## src/gpib_event_mask_dma_mode_defs.vh

```
// Register map, field positions, reset values and timing counts
`ifndef GPIB_EVENT_MASK_DMA_MODE_DEFS_VH
`define GPIB_EVENT_MASK_DMA_MODE_DEFS_VH

// ==========================================================
// Register byte addresses
`define REG_BOARD 6'h00
`define REG_DISARM 6'h04
`define REG_DMA_MODE 6'h08
`define REG_STATUS 6'h0c
`define REG_RESULT 6'h10
`define REG_DMA_COUNT 6'h14
`define REG_DMA_LEFT 6'h18

// ==========================================================
// Event bit positions
`define EV_UNADDRESSED 0
`define EV_TALKER 1
`define EV_LISTENER 2
`define EV_CLEARED 3
`define EV_OWN_SRQ 4
`define EV_TRIGGERED 5
`define EV_PERIPHERAL 6
`define EV_ACTIVE_CTRL 7
`define EV_ADDR_CHANGE 8
`define EV_COUNT 9
`define EV_RESERVED_MASK 16'hfe00

// ==========================================================
// DMA mode fields
`define DMA_AUTO_BIT 0
`define DMA_DEMAND_BIT 1
`define DMA_SINGLE_BIT 2
`define DMA_MODE_RESERVED_MASK 16'hfff8
`define DMA_MODE_RESET 3'h4

// ==========================================================
// Completion codes
`define RES_OK 8'h00
`define RES_BAD_BOARD 8'h01
`define RES_RESERVED_SET 8'h02
`define RES_BOTH_MODES 8'h03

// ==========================================================
// AXI responses
`define RESP_OKAY 2'h0
`define RESP_SLVERR 2'h2

// ==========================================================
// Timing: least request gap in single mode, in ns, and in cycles at 8 ns
`define CLK_PERIOD_NS 8
`define SINGLE_GAP_NS 16
`define SINGLE_GAP_CYCLES ((`SINGLE_GAP_NS + `CLK_PERIOD_NS - 1) / `CLK_PERIOD_NS)

`endif

```

## src/gpib_event_mask_dma_mode.v

```verilog
// Event disarm, sticky event status, interrupt and DMA request control
// Contract
// - Disarm word 16 bits, bits 15-9 zero
// - Bit 8 disarms addressing state change
// - Bit 7 disarms becoming active controller
// - Bit 6 disarms becoming peripheral
// - Bit 5 disarms bus trigger as peripheral
// - Bit 4 disarms own service request set
// - Bit 3 disarms bus clear as peripheral
// - Bit 2 disarms listener addressed
// - Bit 1 disarms talker addressed
// - Bit 0 disarms becoming unaddressed
// - DMA mode word; default single, no autoinit
// - Single mode: one byte per request
// - Demand mode: hold request while data ready
// - Operations address board zero to three
// - Completion code zero means success
// - Autoinit reloads count and repeats transfer
//
// The address map and register access over AXI4-Lite were chosen for this implementation.
`timescale 1ns/10ps
`default_nettype none
`include "gpib_event_mask_dma_mode_defs.vh"

module gpib_event_mask_dma_mode #(
  parameter [1:0] BOARD_ID = 2'h0,
  parameter COUNT_W = 16
) (
  input wire mclk,
  input wire rst_n,
  input wire [5:0] s_axi_awaddr,
  input wire s_axi_awvalid,
  output wire s_axi_awready,
  input wire [31:0] s_axi_wdata,
  input wire [3:0] s_axi_wstrb,
  input wire s_axi_wvalid,
  output wire s_axi_wready,
  output reg [1:0] s_axi_bresp,
  output reg s_axi_bvalid,
  input wire s_axi_bready,
  input wire [5:0] s_axi_araddr,
  input wire s_axi_arvalid,
  output wire s_axi_arready,
  output reg [31:0] s_axi_rdata,
  output reg [1:0] s_axi_rresp,
  output reg s_axi_rvalid,
  input wire s_axi_rready,
  input wire [8:0] gpibEvent,
  input wire byteReady,
  input wire byteTaken,
  output reg dmaReq,
  output reg dmaDone,
  output wire lightPenIrq
);

  // ==========================================================
  // Event pins: two-stage synchroniser and rising edge detect
  reg [8:0] evMeta;
  reg [8:0] evSync;
  reg [8:0] evLast;
  wire [8:0] evPulse;

  always @(posedge mclk or negedge rst_n)
  begin
    if (!rst_n)
    begin
      evMeta <= 9'h000;
      evSync <= 9'h000;
      evLast <= 9'h000;
    end
    else
    begin
      evMeta <= gpibEvent;
      evSync <= evMeta;
      evLast <= evSync;
    end
  end

  assign evPulse = evSync & ~evLast;

  // ==========================================================
  // Registers
  reg [1:0] boardSelect;
  reg [8:0] disarm;
  reg addrStateChangeMask;
  reg oneBytePerRequest;
  reg holdBusWhileRequested;
  reg autoInit;
  reg [8:0] status;
  reg [7:0] resultCode;
  reg [COUNT_W-1:0] dmaCount;
  reg [COUNT_W-1:0] dmaLeft;
  reg dmaRun;

  // ==========================================================
  // AXI4-Lite write channel
  reg awHeld;
  reg wHeld;
  reg [5:0] awAddr;
  reg [31:0] wData;
  reg [3:0] wStrb;
  wire doWrite;
  wire [31:0] wMask;
  wire [31:0] wVal;
  wire boardOk;
  wire writeMapped;

  assign s_axi_awready = !awHeld && !s_axi_bvalid;
  assign s_axi_wready = !wHeld && !s_axi_bvalid;
  assign doWrite = awHeld && wHeld && !s_axi_bvalid;
  assign wMask = {{8{wStrb[3]}}, {8{wStrb[2]}}, {8{wStrb[1]}}, {8{wStrb[0]}}};
  assign wVal = wData & wMask;
  assign boardOk = (boardSelect == BOARD_ID);
  assign writeMapped = (awAddr == `REG_BOARD) || (awAddr == `REG_DISARM) ||
    (awAddr == `REG_DMA_MODE) || (awAddr == `REG_STATUS) ||
    (awAddr == `REG_DMA_COUNT);

  always @(posedge mclk or negedge rst_n)
  begin
    if (!rst_n)
    begin
      awHeld <= 1'b0;
      wHeld <= 1'b0;
      awAddr <= 6'h00;
      wData <= 32'h00000000;
      wStrb <= 4'h0;
      s_axi_bvalid <= 1'b0;
      s_axi_bresp <= `RESP_OKAY;
    end
    else
    begin
      if (s_axi_awvalid && s_axi_awready)
      begin
        awHeld <= 1'b1;
        awAddr <= {s_axi_awaddr[5:2], 2'h0};
      end
      if (s_axi_wvalid && s_axi_wready)
      begin
        wHeld <= 1'b1;
        wData <= s_axi_wdata;
        wStrb <= s_axi_wstrb;
      end
      if (doWrite)
      begin
        awHeld <= 1'b0;
        wHeld <= 1'b0;
        s_axi_bvalid <= 1'b1;
        s_axi_bresp <= writeMapped ? `RESP_OKAY : `RESP_SLVERR;
      end
      else if (s_axi_bvalid && s_axi_bready)
      begin
        s_axi_bvalid <= 1'b0;
      end
    end
  end

  // ==========================================================
  // Configuration writes with completion code
  wire wrBoard;
  wire wrDisarm;
  wire wrMode;
  wire wrStatus;
  wire wrCount;
  wire [15:0] modeWord;
  wire bothModes;

  assign wrBoard = doWrite && (awAddr == `REG_BOARD);
  assign wrDisarm = doWrite && (awAddr == `REG_DISARM);
  assign wrMode = doWrite && (awAddr == `REG_DMA_MODE);
  assign wrStatus = doWrite && (awAddr == `REG_STATUS);
  assign wrCount = doWrite && (awAddr == `REG_DMA_COUNT);
  assign modeWord = wVal[15:0];
  assign bothModes = modeWord[`DMA_SINGLE_BIT] && modeWord[`DMA_DEMAND_BIT];

  always @(posedge mclk or negedge rst_n)
  begin
    if (!rst_n)
    begin
      boardSelect <= 2'h0;
      disarm <= 9'h000;
      oneBytePerRequest <= 1'b1;
      holdBusWhileRequested <= 1'b0;
      autoInit <= 1'b0;
      resultCode <= `RES_OK;
    end
    else
    begin
      if (wrBoard)
      begin
        boardSelect <= wVal[1:0];
        resultCode <= `RES_OK;
      end
      if (wrDisarm)
      begin
        if (!boardOk)
          resultCode <= `RES_BAD_BOARD;
        else if ((wVal[15:0] & `EV_RESERVED_MASK) != 16'h0000)
          resultCode <= `RES_RESERVED_SET;
        else
        begin
          disarm <= wVal[8:0];
          resultCode <= `RES_OK;
        end
      end
      if (wrMode)
      begin
        if (!boardOk)
          resultCode <= `RES_BAD_BOARD;
        else if ((modeWord & `DMA_MODE_RESERVED_MASK) != 16'h0000)
          resultCode <= `RES_RESERVED_SET;
        else if (bothModes)
          resultCode <= `RES_BOTH_MODES;
        else
        begin
          // No mode given falls back to single mode
          oneBytePerRequest <= !modeWord[`DMA_DEMAND_BIT];
          holdBusWhileRequested <= modeWord[`DMA_DEMAND_BIT];
          autoInit <= modeWord[`DMA_AUTO_BIT];
          resultCode <= `RES_OK;
        end
      end
      if (wrCount && !boardOk)
        resultCode <= `RES_BAD_BOARD;
      else if (wrCount)
        resultCode <= `RES_OK;
    end
  end

  // ==========================================================
  // Sticky event status, write one to clear, set wins
  wire [8:0] armed;
  wire [8:0] clearBits;

  assign armed = ~{addrStateChangeMask, disarm[7:0]};
  assign clearBits = wrStatus ? wVal[8:0] : 9'h000;

  genvar gi;
  generate
    for (gi = 0; gi < `EV_COUNT; gi = gi + 1)
    begin : g_status
      always @(posedge mclk or negedge rst_n)
      begin
        if (!rst_n)
          status[gi] <= 1'b0;
        else if (evPulse[gi])
          status[gi] <= 1'b1;
        else if (clearBits[gi])
          status[gi] <= 1'b0;
      end
    end
  endgenerate

  // Disarmed events stay off the interrupt until their disarm bit is cleared
  assign lightPenIrq = |(status & armed);

  always @*
  begin
    addrStateChangeMask = disarm[`EV_ADDR_CHANGE];
  end

  // ==========================================================
  // DMA request control
  localparam ST_IDLE = 2'h0;
  localparam ST_REQ = 2'h1;
  localparam ST_GAP = 2'h2;
  localparam integer GAP_COUNT = `SINGLE_GAP_CYCLES;
  localparam [1:0] GAP_CYCLES = GAP_COUNT[1:0];

  reg [1:0] dmaState;
  reg [1:0] gapCount;
  wire countLast;

  assign countLast = (dmaLeft == {{(COUNT_W-1){1'b0}}, 1'b1});

  always @(posedge mclk or negedge rst_n)
  begin
    if (!rst_n)
    begin
      dmaState <= ST_IDLE;
      dmaReq <= 1'b0;
      dmaDone <= 1'b0;
      dmaRun <= 1'b0;
      dmaCount <= {COUNT_W{1'b0}};
      dmaLeft <= {COUNT_W{1'b0}};
      gapCount <= 2'h0;
    end
    else
    begin
      dmaDone <= 1'b0;
      if (wrCount && boardOk)
      begin
        dmaCount <= wVal[COUNT_W-1:0];
        dmaLeft <= wVal[COUNT_W-1:0];
        dmaRun <= (wVal[COUNT_W-1:0] != {COUNT_W{1'b0}});
        dmaReq <= 1'b0;
        dmaState <= ST_IDLE;
      end
      else
      begin
        case (dmaState)
          ST_IDLE:
          begin
            if (dmaRun && byteReady)
            begin
              dmaReq <= 1'b1;
              dmaState <= ST_REQ;
            end
          end
          ST_REQ:
          begin
            if (byteTaken)
            begin
              if (countLast)
              begin
                dmaDone <= 1'b1;
                dmaRun <= autoInit;
                dmaLeft <= autoInit ? dmaCount : {COUNT_W{1'b0}};
              end
              else
                dmaLeft <= dmaLeft - {{(COUNT_W-1){1'b0}}, 1'b1};
            end
            if (oneBytePerRequest)
            begin
              if (byteTaken)
              begin
                dmaReq <= 1'b0;
                gapCount <= GAP_CYCLES;
                dmaState <= ST_GAP;
              end
            end
            else if ((byteTaken && countLast && !autoInit) || !byteReady)
            begin
              dmaReq <= 1'b0;
              gapCount <= GAP_CYCLES;
              dmaState <= ST_GAP;
            end
          end
          ST_GAP:
          begin
            // Request stays low long enough to hand the bus back
            if (gapCount <= 2'h1)
              dmaState <= ST_IDLE;
            else
              gapCount <= gapCount - 2'h1;
          end
          default:
          begin
            dmaReq <= 1'b0;
            dmaState <= ST_IDLE;
          end
        endcase
      end
    end
  end

  // ==========================================================
  // AXI4-Lite read channel
  reg [31:0] readMux;
  reg readMapped;

  assign s_axi_arready = !s_axi_rvalid;

  always @*
  begin
    readMux = 32'h00000000;
    readMapped = 1'b1;
    case ({s_axi_araddr[5:2], 2'h0})
      `REG_BOARD: readMux = {30'h00000000, boardSelect};
      `REG_DISARM: readMux = {23'h000000, disarm};
      `REG_DMA_MODE: readMux = {29'h00000000, oneBytePerRequest, holdBusWhileRequested,
        autoInit};
      `REG_STATUS: readMux = {23'h000000, status};
      `REG_RESULT: readMux = {24'h000000, resultCode};
      `REG_DMA_COUNT: readMux = {{(32-COUNT_W){1'b0}}, dmaCount};
      `REG_DMA_LEFT: readMux = {{(31-COUNT_W){1'b0}}, dmaRun, dmaLeft};
      default: readMapped = 1'b0;
    endcase
  end

  always @(posedge mclk or negedge rst_n)
  begin
    if (!rst_n)
    begin
      s_axi_rvalid <= 1'b0;
      s_axi_rdata <= 32'h00000000;
      s_axi_rresp <= `RESP_OKAY;
    end
    else if (s_axi_arvalid && s_axi_arready)
    begin
      s_axi_rvalid <= 1'b1;
      s_axi_rdata <= readMux;
      s_axi_rresp <= readMapped ? `RESP_OKAY : `RESP_SLVERR;
    end
    else if (s_axi_rvalid && s_axi_rready)
    begin
      s_axi_rvalid <= 1'b0;
    end
  end

endmodule // gpib_event_mask_dma_mode
`default_nettype wire

```

## config.mk

```make
export PLATFORM = sky130hd
export DESIGN_NAME = gpib_event_mask_dma_mode
export DESIGN_NICKNAME = d
export VERILOG_FILES = /design/src/gpib_event_mask_dma_mode.v
export VERILOG_INCLUDE_DIRS = /design/src
export SDC_FILE = /design/constraint.sdc
export NUM_CORES = 1
export LEC_CHECK = 0
export BUFFER_PORTS_ARGS = -buffer_cell sky130_fd_sc_hd__buf_2
export CAP_MARGIN = 20
export CORE_ASPECT_RATIO = 0.9
export CORE_MARGIN = 1.5
export CORE_UTILIZATION = 55
export CTS_CLUSTER_DIAMETER = 40
export DETAILED_ROUTE_END_ITERATION = 16
export GPL_TIMING_DRIVEN = 0
export PLACE_DENSITY_LB_ADDON = 0.2
export SETUP_SLACK_MARGIN = 0.02
export SLEW_MARGIN = 15
export SYNTH_ARGS = -nofsm -noshare
export SYNTH_HDL_FRONTEND = slang
export SYNTH_SLANG_ARGS = --single-unit
export TNS_END_PERCENT = 20
```

## constraint.sdc

```tcl
create_clock -name mclk -period 2.7 [get_ports mclk]
set_clock_uncertainty 0.2 [all_clocks]
set_input_delay 0.405 -clock mclk [delete_from_list [all_inputs] [get_ports mclk]]
set_output_delay 0.405 -clock mclk [all_outputs]
set_load 0.1 [all_outputs]
```

==> impl_metrics.yaml, run 1 <==
status:
  status: "finished clean"
sta:
  timing_worst_slew_pin_value_ns: 0.7293
  fmax_ghz: 0.3888
  setup_repair_after_global_routing_missed_its_margin: "false"
  post-route-period-util_pct: 95.26
  max_slew_margin_pct: 50.68
  setup_viol_count_final: 0
  layout_min_cycle_time_ns: 2.572
  worst_hold_slack_ns: 0.01034
  drv_slew: 0
  final_hold_viol_count: 0
grt:
  track_usage_pct: 28.26
  first_pass_grt_wire_length_um: 26230
  total_grt_overflow: 0
  antenna_violations_before_repair: 0
  maximum_number_of_pins_on_one_net_before_global_route_repair: 71
  first_global_vias: 5174
power_and_ir_drop:
  net-switching-power_mw: 3.169
  power.leakage_nw: 3.551
  netSwitchingFraction_pct: 38.03
  worst_vdd_drop_mv: 0.8304
  internal-power_mw: 5.164
  power.density_mw_per_mm2: 1063
  share_clk_of_total_power_pct: 30.6
  share_comb_of_total_power_pct: 30.8
  p_seq_share_pct: 38.5
critical_path:
  critical_path.reg2reg.endpoint: "holdBusWhileRequested"
  worst-r2r-cell-count: 5
  criticalPathCategory: "flip-flop to flip-flop"
  crit_arrival_ns: 2.68
  critical_path.slowest_cell: "sky130_fd_sc_hd__or4_4"
  worstSetupStartpointType: "flip-flop"
  setup.reg_to_reg.worst_slack_ns: 0.13
  critical_path_peak_fanout: 4
  crit_path_end_kind: "flip-flop"
  required_time_reported_for_the_critical_path_endpoint_ns: 2.81
  worst_path_most_repeated_cell: "sky130_fd_sc_hd__or4_4"
  delay_of_the_slowest_cell_on_the_worst_path_ns: 0.55
  reg2reg_from: "wData[14]"
  cell_by_cell_listing_of_the_critical_path: "or4_4 -> o31ai_2 -> nand2_1 -> or4_4 -> mux2_4"
synthesis:
  netlist_top_cells_area: "sky130_fd_sc_hd__dfrtp_1 (53%), sky130_fd_sc_hd__o21ai_0 (6.3%), sky130_fd_sc_hd__nand2_1 (5.5%), sky130_fd_sc_hd__mux2_2 (4.3%), sky130_fd_sc_hd__buf_4 (2.0%)"
  synth_seq_cells: 136
  synth_top_area_cell: "sky130_fd_sc_hd__dfrtp_1"
  syn_avg_cell_area_um2: 10.23
  synth-simple-area-share_pct: 15.24
  synth_fa_ha_area_share_pct: 1.189
  synth.yosys.seq_area_share_pct: 53.91
  synthMuxAreaShare_pct: 5.904
  area_fraction_in_compound_gates_after_synthesis_pct: 17.48
  synth-async-reset-ratio_pct: 100.0
  syn-instance-count: 617
  synth-edff-count: 0
  distinct_cell_type_count_after_synthesis: 64
  ys_flop_type: "sky130_fd_sc_hd__dfrtp_1"
  synth_xor_area_share_pct: 0.2774
  synthesis.yosys.warnings: 0
  synth_top_family_by_area: "compound AO/OA/AOI/OAI gates"
  synth_common_cells: "sky130_fd_sc_hd__dfrtp_1 (135), sky130_fd_sc_hd__nand2_1 (92), sky130_fd_sc_hd__o21ai_0 (80)"
  yosys.area.top_type_share_pct: 53.50
  yosysMostFrequentCell: "sky130_fd_sc_hd__dfrtp_1"
  mappedNetlistArea_mm2: 0.006315
placed_design:
  detailed_place_hpwl_um: 11450
  place.gp.congestion: 0.9245
  placement.io_buffers: 69
die:
  placementRows: 36
  floorplan.initialDensity_pct: 57.46
  core_area_mm2: 0.01099
  dieHeight_um: 104.7
  die_w_um: 115.9
  dieArea_mm2: 0.01213
  boundaryPins: 110
route:
  via_count: 5315
  detail-route-antenna-nets: 0
  routed_wire_length_per_instance_um: 17.76
  detail_route.first_pass.iterations: 6
  detail_routed_via_count_per_cell: 5.854
  detail_route.wirelength_um: 16120
  drt_iter0_drc: 462
  drt_drc_violations_left: 0
cts:
  clock_tree.root_cell: "sky130_fd_sc_hd__clkbuf_16"
  clk_latency_ns: 0.42
  cts-buffers-inserted: 17
  cts_tree: "built"
  clk_path_buf_depth: 2
  cts_num_sinks: 136
  cts-htree-levels: 4
  cts.clk_slew.worst_paths_ns: 0.06
hold_path:
  hold_worst_path_end: "wData[11]"
  hold_depth: 2
  hp-class: "primary input to flip-flop"
  hold_path_start: "s_axi_wdata[11]"
job:
  maxCapViolations: 0
layout:
  drive_above_1_share_pct: 23.41
  insertedDiodeCount: 0
  postLayoutCoreUtil_pct: 71.33
  finalNetCount: 815
  area.growth.synth_to_final_pct: 24.15
==> critical path: cells and delay by family (launching register included) <==
family             cells  cell delay, ns
and+or+nand+nor        3            1.24
AOI/OAI and AO/OA      1            0.25
DFF                    1            0.44
muxes                  1            0.31
==> layout make-up <==
cell class | count | area, um2
Clock buffer | 18 | 439.2
Sequential cell | 136 | 3405
Fill cell | 860 | 3151
Inverter | 31 | 116.4
Multi-Input combinational cell | 416 | 2641
Clock inverter | 14 | 220.2
Timing Repair Buffer | 91 | 566.8
Buffer | 50 | 261.5
Tap cell | 152 | 190.2
==> timing repair <==
| item | in CTS | in global routing |
|---|---|---|
| gates resized for setup | 2 | 8 |
| setup endpoints to repair | 15 | 44 |
| pin swaps | 2 | 4 |
| gates cloned | 0 | 0 |
| endpoints found under the hold margin | 77 | 0 |
| hold buffers | 13 | 0 |
| setup buffers | 0 | 7 |
==> stage by stage <==
stage | cells | power (mW) | instance area, um2 | setup slack (ns) | TNS (ns)
finish | 908 | 8.334 | 7840 | 0.1280 | 0
detailed placement | 856 | 5.645 | 6949 | -0.2721 | -1.749
global placement | 854 | 5.540 | 6910 | -0.7087 | -96.31
CTS | 901 | 8.256 | 7749 | 0.001917 | 0
floorplan | 633 | 4.951 | 6375 | -0.1059 | -0.7437
global route | 908 | 8.751 | 7840 | 0.003824 | 0
==> state kept, by name, indices dropped and copies added (netlist names), 2 cells and up <==
register     flops
s_axi_rdata     17
dmaCount        16
dmaLeft         16
wData           16
disarm           9
evLast           9
evMeta           9
evSync           9
status           9
awAddr           4
boardSelect      2
dmaState         2
gapCount         2
resultCode       2
wStrb            2
==> routing by layer <==
layer / part of all wire [%] / GRT usage, % / vias up
met5: 0 / 0 / -
met4: 1.9 / 9.843 / 0
met3: 8.5 / 8.063 / 31
met2: 46 / 42.82 / 239
met1: 43 / 38.96 / 2602
li1: - / - / 2443
==> cells in the final DEF, fill, tap and decap left out, types with 5 or more instances in the layout <==
cell type / n
sky130_fd_sc_hd__dfrtp_1: 135
sky130_fd_sc_hd__nand2_1: 92
sky130_fd_sc_hd__o21ai_0: 80
sky130_fd_sc_hd__buf_2: 75
sky130_fd_sc_hd__inv_1: 31
sky130_fd_sc_hd__clkbuf_1: 25
sky130_fd_sc_hd__mux2_2: 24
sky130_fd_sc_hd__buf_4: 24
sky130_fd_sc_hd__nor2_1: 18
sky130_fd_sc_hd__nand3_1: 18
sky130_fd_sc_hd__conb_1: 17
sky130_fd_sc_hd__clkbuf_16: 17
sky130_fd_sc_hd__a22oi_1: 14
sky130_fd_sc_hd__nor3_1: 14
sky130_fd_sc_hd__dlygate4sd3_1: 13
sky130_fd_sc_hd__a22o_1: 11
sky130_fd_sc_hd__a21oi_1: 11
sky130_fd_sc_hd__a221oi_1: 9
sky130_fd_sc_hd__nand4_1: 8
sky130_fd_sc_hd__ha_1: 6
sky130_fd_sc_hd__mux2i_1: 5
sky130_fd_sc_hd__nor2b_1: 5
sky130_fd_sc_hd__bufinv_16: 5
==> logic make-up after synthesis <==
| group | Yosys count |
|---|---|
| other cells | 1 |
| compound gates | 169 |
| simple gates | 190 |
| fa+ha+maj | 6 |
| flops | 136 |
| xor+xnor | 2 |
| buf+inv | 81 |
| mux | 32 |
==> power groups by stage <==
stage	combinational, mW	sequential [mW]	clock [mW]
2_1_floorplan	1.64	3.31	0
3_3_place_gp	2.37	3.17	0
3_5_place_dp	2.45	3.20	0
4_1_cts	2.50	3.18	2.58
5_1_grt	2.80	3.27	2.68
6_report	2.57	3.21	2.55
==> worst max path at each step <==
stage                          startpoint                     to  slack (ns)  depth (start not counted)
after global placement              rst_n              evSync[5]       -0.71                          1
after detailed placement  s_axi_araddr[3]         s_axi_rdata[1]       -0.27                          7
after global routing           dmaLeft[3]            dmaLeft[15]       0.004                          8
final                           wData[14]  holdBusWhileRequested        0.13                          5
after CTS                      dmaLeft[1]            gapCount[0]       0.002                          8
after floorplan              s_axi_bvalid          s_axi_awready       -0.11                          1
(Power assumes the default switching activity.)
==> run 2: changes to the inputs <==
--- a/config.mk
+++ b/config.mk
@@ -10,7 +10,7 @@
 export CAP_MARGIN = 20
 export CORE_ASPECT_RATIO = 0.9
 export CORE_MARGIN = 1.5
-export CORE_UTILIZATION = 55
+export CORE_UTILIZATION = 51
 export CTS_CLUSTER_DIAMETER = 40
 export DETAILED_ROUTE_END_ITERATION = 16
 export GPL_TIMING_DRIVEN = 0
==> constraint.sdc (replaced) <==
create_clock -name mclk -period 2.1 [get_ports mclk]
set_clock_uncertainty 0.2 [all_clocks]
set_input_delay 0.315 -clock mclk [delete_from_list [all_inputs] [get_ports mclk]]
set_output_delay 0.315 -clock mclk [all_outputs]
set_load 0.1 [all_outputs]
==> impl_metrics.yaml, run 2 (synthesis gave the netlist of run 1 again) <==
cts:
  clk_latency_ns: 0.43
  cts-htree-levels: 4
  cts_tree: "built"
  clk_path_buf_depth: 2
  cts-buffers-inserted: 17
  clock_tree.root_cell: "sky130_fd_sc_hd__clkbuf_16"
  cts.clk_slew.worst_paths_ns: 0.06
  cts_num_sinks: 136
die:
  die_w_um: 120.3
  placementRows: 38
  dieHeight_um: 108.6
  core_area_mm2: 0.01208
  floorplan.initialDensity_pct: 52.29
  boundaryPins: 110
  dieArea_mm2: 0.01306
placed_design:
  detailed_place_hpwl_um: 11710
  dpl_worst_slack_ns: -0.7625
  placement.io_buffers: 69
  post_dp_cell_area_mm2: 0.007066
  place.gp.congestion: 0.8745
layout:
  fill_cells: 910
  insertedDiodeCount: 0
  largest_reg_flops: 17
  area.growth.synth_to_final_pct: 39.47
  drive_above_1_share_pct: 34.76
  finish.instance_area_mm2: 0.008807
  layout_common_cells: "sky130_fd_sc_hd__dfrtp_1 (122), sky130_fd_sc_hd__nand2_1 (87), sky130_fd_sc_hd__buf_2 (69)"
  registers.top_by_ff_count: "s_axi_rdata"
  finalNetCount: 876
  mostFrequentLayoutCell: "sky130_fd_sc_hd__dfrtp_1"
sta:
  final.setup.worst_slack_ns: -0.2634
  setup_repair_after_global_routing_missed_its_margin: "true"
  final_hold_viol_count: 0
  setup_viol_count_final: 22
  max_slew_margin_pct: 54.26
  totalNegativeSetupSlack_ns: -1.522
  timing_worst_slew_pin_value_ns: 0.6844
  layout_min_cycle_time_ns: 2.363
  fmax_ghz: 0.4231
  post-route-period-util_pct: 112.5
  drv_slew: 0
route:
  detail-route-antenna-nets: 0
  routed_wire_length_per_instance_um: 18.37
  detail_route.first_pass.iterations: 5
  drt_drc_violations_left: 0
  drt_iter0_drc: 393
  detail_routed_via_count_per_cell: 5.785
  detail_route.wirelength_um: 17940
  via_count: 5652
critical_path:
  worstSetupStartpointType: "flip-flop"
  reg2reg_from: "wData[13]"
  cell_by_cell_listing_of_the_critical_path: "or4_4 -> o31ai_4 -> nand2_1 -> or4_4 -> mux2_4"
  delay_of_the_slowest_cell_on_the_worst_path_ns: 0.59
  worst_path_most_repeated_cell: "sky130_fd_sc_hd__or4_4"
  critical_path.slowest_cell: "sky130_fd_sc_hd__or4_4"
  crit_path_end_kind: "flip-flop"
  required_time_reported_for_the_critical_path_endpoint_ns: 2.21
  critical_path_peak_fanout: 3
  cp-startpoint: "wData[13]"
  criticalPathCategory: "flip-flop to flip-flop"
  crit_arrival_ns: 2.48
power_and_ir_drop:
  power.leakage_nw: 3.943
  total_power_mw: 11.60
  power.density_mw_per_mm2: 1317
  worst_vdd_drop_mv: 1.459
hold_path:
  hold_path_start: "s_axi_wvalid"
  hp-class: "primary input to flip-flop"
grt:
  track_usage_pct: 28.54
  first_global_vias: 5588
  first_pass_grt_wire_length_um: 28210
  antenna_violations_before_repair: 0
  total_grt_overflow: 0
  maximum_number_of_pins_on_one_net_before_global_route_repair: 86
status:
  status: "finished with violations"
  violations: "setup timing"
job:
  maxCapViolations: 0
[run 2: timing repair]
action | CTS | global route
hold endpoints to repair | 84 | 0
gates cloned | 0 | 1
setup buffers | 37 | 14
setup endpoints to repair | 81 | 72
gates resized for setup | 73 | 34
hold buffers | 34 | 0
pin swaps | 33 | 24
[run 2: layer usage]
| layer | global-route usage [%] | up-vias | routed length, um |
|---|---|---|---|
| met2 | 46.08 | 243 | 8725 |
| li1 | - | 2576 | - |
| met1 | 36.56 | 2801 | 7508 |
| met3 | 8.175 | 32 | 1366 |
| met4 | 11.51 | 0 | 342 |
| met5 | 0 | - | 0 |
[run 2: cell type report]
class / count / area (um2) / share of cell area, %
repair buffers: 156 / 1161 / 13.18
inverters: 31 / 122.6 / 1.392
clock buffers: 20 / 456.7 / 5.185
flip-flops and latches: 136 / 3426 / 38.90
plain buffers: 46 / 310.3 / 3.523
clock inverters: 12 / 197.7 / 2.245
multi-input cells: 416 / 2933 / 33.30
well taps: 160 / 200.2 / 2.273
[run 2: power breakdown]
part	total [mW]	internal (mW)	switching, mW
registers	4.21	3.36	0.847
clock network	3.28	2.16	1.12
logic	4.11	1.62	2.49
total	11.6	7.15	4.45
[run 2: final timing paths]
path	endpoint	slack [ns]	cells past startpoint
min in group asynchronous	wHeld	0.19	2
worst max register to register	holdBusWhileRequested	-0.26	5
worst max-delay path	holdBusWhileRequested	-0.26	5
worst min register to register	evSync[2]	0.15	0
max in group asynchronous	dmaLeft[8]	0.70	3
worst min-delay path	wHeld	0.04	3
[run 2: metrics by stage]
| stage | utilization [%] | hold WS [ns] | instances |
|---|---|---|---|
| 3_5_place_dp | 58.51 | 0.09493 | 863 |
| 2_1_floorplan | - | -0.1806 | 633 |
| 3_3_place_gp | 58.23 | 0.1314 | 862 |
| 6_report | 72.93 | 0.04269 | 977 |
| 5_1_grt | 72.93 | 0.05329 | 977 |
| 4_1_cts | 71.05 | 0.03918 | 963 |
[run 2: critical path, delay by kind of cell, from the launching register on]
kind / cells / cell delay [ns]
AND/OR/NAND/NOR: 3 / 1.15
AO/OA/AOI/OAI: 1 / 0.19
flip-flops: 1 / 0.40
multiplexers: 1 / 0.31
==> run 3: changes to the inputs <==
--- a/config.mk
+++ b/config.mk
@@ -6,14 +6,13 @@
 export SDC_FILE = /design/constraint.sdc
 export NUM_CORES = 1
 export LEC_CHECK = 0
-export BUFFER_PORTS_ARGS = -buffer_cell sky130_fd_sc_hd__buf_2
 export CAP_MARGIN = 20
 export CORE_ASPECT_RATIO = 0.9
 export CORE_MARGIN = 1.5
-export CORE_UTILIZATION = 51
+export CORE_UTILIZATION = 55
 export CTS_CLUSTER_DIAMETER = 40
 export DETAILED_ROUTE_END_ITERATION = 16
-export GPL_TIMING_DRIVEN = 0
+export DONT_BUFFER_PORTS = 1
 export PLACE_DENSITY_LB_ADDON = 0.2
 export SETUP_SLACK_MARGIN = 0.02
 export SLEW_MARGIN = 15
==> impl_metrics.yaml, run 3 (synthesis gave the netlist of run 1 again) <==
status:
  status: "finished with violations"
  violations: "hold timing, setup timing"
route:
  detail_routed_via_count_per_cell: 5.948
  routed_wire_length_per_instance_um: 19.52
  detail_route.wirelength_um: 18090
  via_count: 5514
  detail_route.first_pass.iterations: 6
  drt_drc_violations_left: 0
  detail-route-antenna-nets: 0
  drt_iter0_drc: 483
die:
  placementRows: 36
  dieHeight_um: 104.7
  dieArea_mm2: 0.01213
  die_w_um: 115.9
  boundaryPins: 110
  core_area_mm2: 0.01099
  floorplan.initialDensity_pct: 57.46
cts:
  clock_tree.root_cell: "sky130_fd_sc_hd__clkbuf_16"
  cts.clk_slew.worst_paths_ns: 0.06
  clk_path_buf_depth: 2
  cts-buffers-inserted: 17
  cts_tree: "built"
  clk_latency_ns: 0.43
  cts-htree-levels: 4
  cts.hold.buffers_added: 35
  cts_num_sinks: 136
grt:
  maximum_number_of_pins_on_one_net_before_global_route_repair: 137
  total_grt_overflow: 0
  first_global_vias: 5629
  antenna_violations_before_repair: 0
  first_pass_grt_wire_length_um: 28900
  track_usage_pct: 31.61
power_and_ir_drop:
  power.density_mw_per_mm2: 1350
  worst_vdd_drop_mv: 1.309
  power.leakage_nw: 3.754
  total_power_mw: 11.55
placed_design:
  place.gp.congestion: 0.9124
  dpl_worst_slack_ns: -0.2304
  placement.io_buffers: 0
  dp.cells: 855
  post_dp_cell_area_mm2: 0.007298
  detailed_place_hpwl_um: 12010
sta:
  drv_slew: 0
  layout_min_cycle_time_ns: 2.322
  worst_hold_slack_ns: -0.6171
  final.setup.worst_slack_ns: -0.2218
  fmax_ghz: 0.4307
  totalNegativeSetupSlack_ns: -1.076
  setup_repair_after_global_routing_missed_its_margin: "true"
  setup_viol_count_final: 14
  max_slew_margin_pct: 66.06
  post-route-period-util_pct: 110.6
  timing_worst_slew_pin_value_ns: 0.5091
  final_hold_viol_count: 136
layout:
  multiInputGateArea_mm2: 0.002894
  insertedDiodeCount: 0
  drive_above_1_share_pct: 31.35
  sequential_cell_area_mm2: 0.003412
  finish.instance_area_mm2: 0.008557
  post_layout_nonfiller_instances: 927
  finalNetCount: 834
  registers.top_by_ff_count: "s_axi_rdata"
  postLayoutCoreUtil_pct: 77.86
  largest_reg_flops: 17
  fill_cells: 729
  mostFrequentLayoutCell: "sky130_fd_sc_hd__dfrtp_1"
  area.growth.synth_to_final_pct: 35.51
  layout_common_cells: "sky130_fd_sc_hd__dfrtp_1 (133), sky130_fd_sc_hd__buf_4 (112), sky130_fd_sc_hd__nand2_1 (84)"
critical_path:
  setup.reg_to_reg.worst_slack_ns: -0.22
  crit_path_end_kind: "flip-flop"
  critical_path.reg2reg.endpoint: "holdBusWhileRequested"
  reg2reg_from: "wData[12]"
  criticalPathCategory: "flip-flop to flip-flop"
  critical_path_peak_fanout: 3
  worst-r2r-cell-count: 5
  crit_arrival_ns: 2.43
  required_time_reported_for_the_critical_path_endpoint_ns: 2.21
  worstSetupStartpointType: "flip-flop"
job:
  maxCapViolations: 0
hold_path:
  hp-class: "primary input to asynchronous set/reset pin"
[run 3: cell types whose count changed in the layout (fill, tap and decap cells not counted), moves of 4 or more]
cell                         delta
sky130_fd_sc_hd__clkbuf_2       -6
sky130_fd_sc_hd__clkbuf_1      -12
sky130_fd_sc_hd__clkinvlp_4     +4
sky130_fd_sc_hd__buf_2         -69
sky130_fd_sc_hd__dfrtp_2       -11
sky130_fd_sc_hd__buf_4         +47
sky130_fd_sc_hd__dfrtp_1       +11
[run 3: worst max-delay path, stage by stage, from the launching register on]
cell and delay [ns]:
sky130_fd_sc_hd__dfrtp_1 0.38, sky130_fd_sc_hd__or4_4 0.56, sky130_fd_sc_hd__o31ai_4 0.20, sky130_fd_sc_hd__nand2_1 0.11
sky130_fd_sc_hd__or4_4 0.45, sky130_fd_sc_hd__mux2_4 0.31
[run 3: power breakdown]
part / total, mW / switching, mW / internal, mW
Sequential: 3.99 / 0.647 / 3.34
Combinational: 4.61 / 2.67 / 1.94
Clock: 2.95 / 1.17 / 1.79
[run 3: worst max-delay path by stage]
stage | startpoint | end | slack (ns) | cells after the start
finish | wData[12] | holdBusWhileRequested | -0.22 | 5
global route | wData[12] | holdBusWhileRequested | -0.27 | 5
CTS | wData[12] | holdBusWhileRequested | -0.21 | 5
detailed placement | wData[12] | holdBusWhileRequested | -0.23 | 5
global placement | wData[12] | holdBusWhileRequested | -0.20 | 5
floorplan | wData[12] | holdBusWhileRequested | -0.17 | 5
[run 3: layout make-up]
type	instances	share of cell area (%)
clock inverters	13	1.725
well taps	152	2.223
repair buffers	160	15.78
inverters	31	1.404
clock buffers	19	5.176
flip-flops and latches	136	39.87
multi-input cells	416	33.82
[run 3: timing repair]
| item | CTS | global route |
|---|---|---|
| setup buffers | 4 | 1 |
| pin swaps | 16 | 26 |
| endpoints found under the hold margin | 171 | 136 |
| gates resized for setup | 32 | 36 |
| setup endpoints to repair | 27 | 57 |
[run 3: layer usage]
| layer | share of wire [%] | track usage [%] |
|---|---|---|
| met3 | 7.0 | 8.005 |
| met4 | 2.9 | 12.72 |
| met2 | 49 | 51.05 |
| met5 | 0 | 0 |
| met1 | 41 | 40.61 |
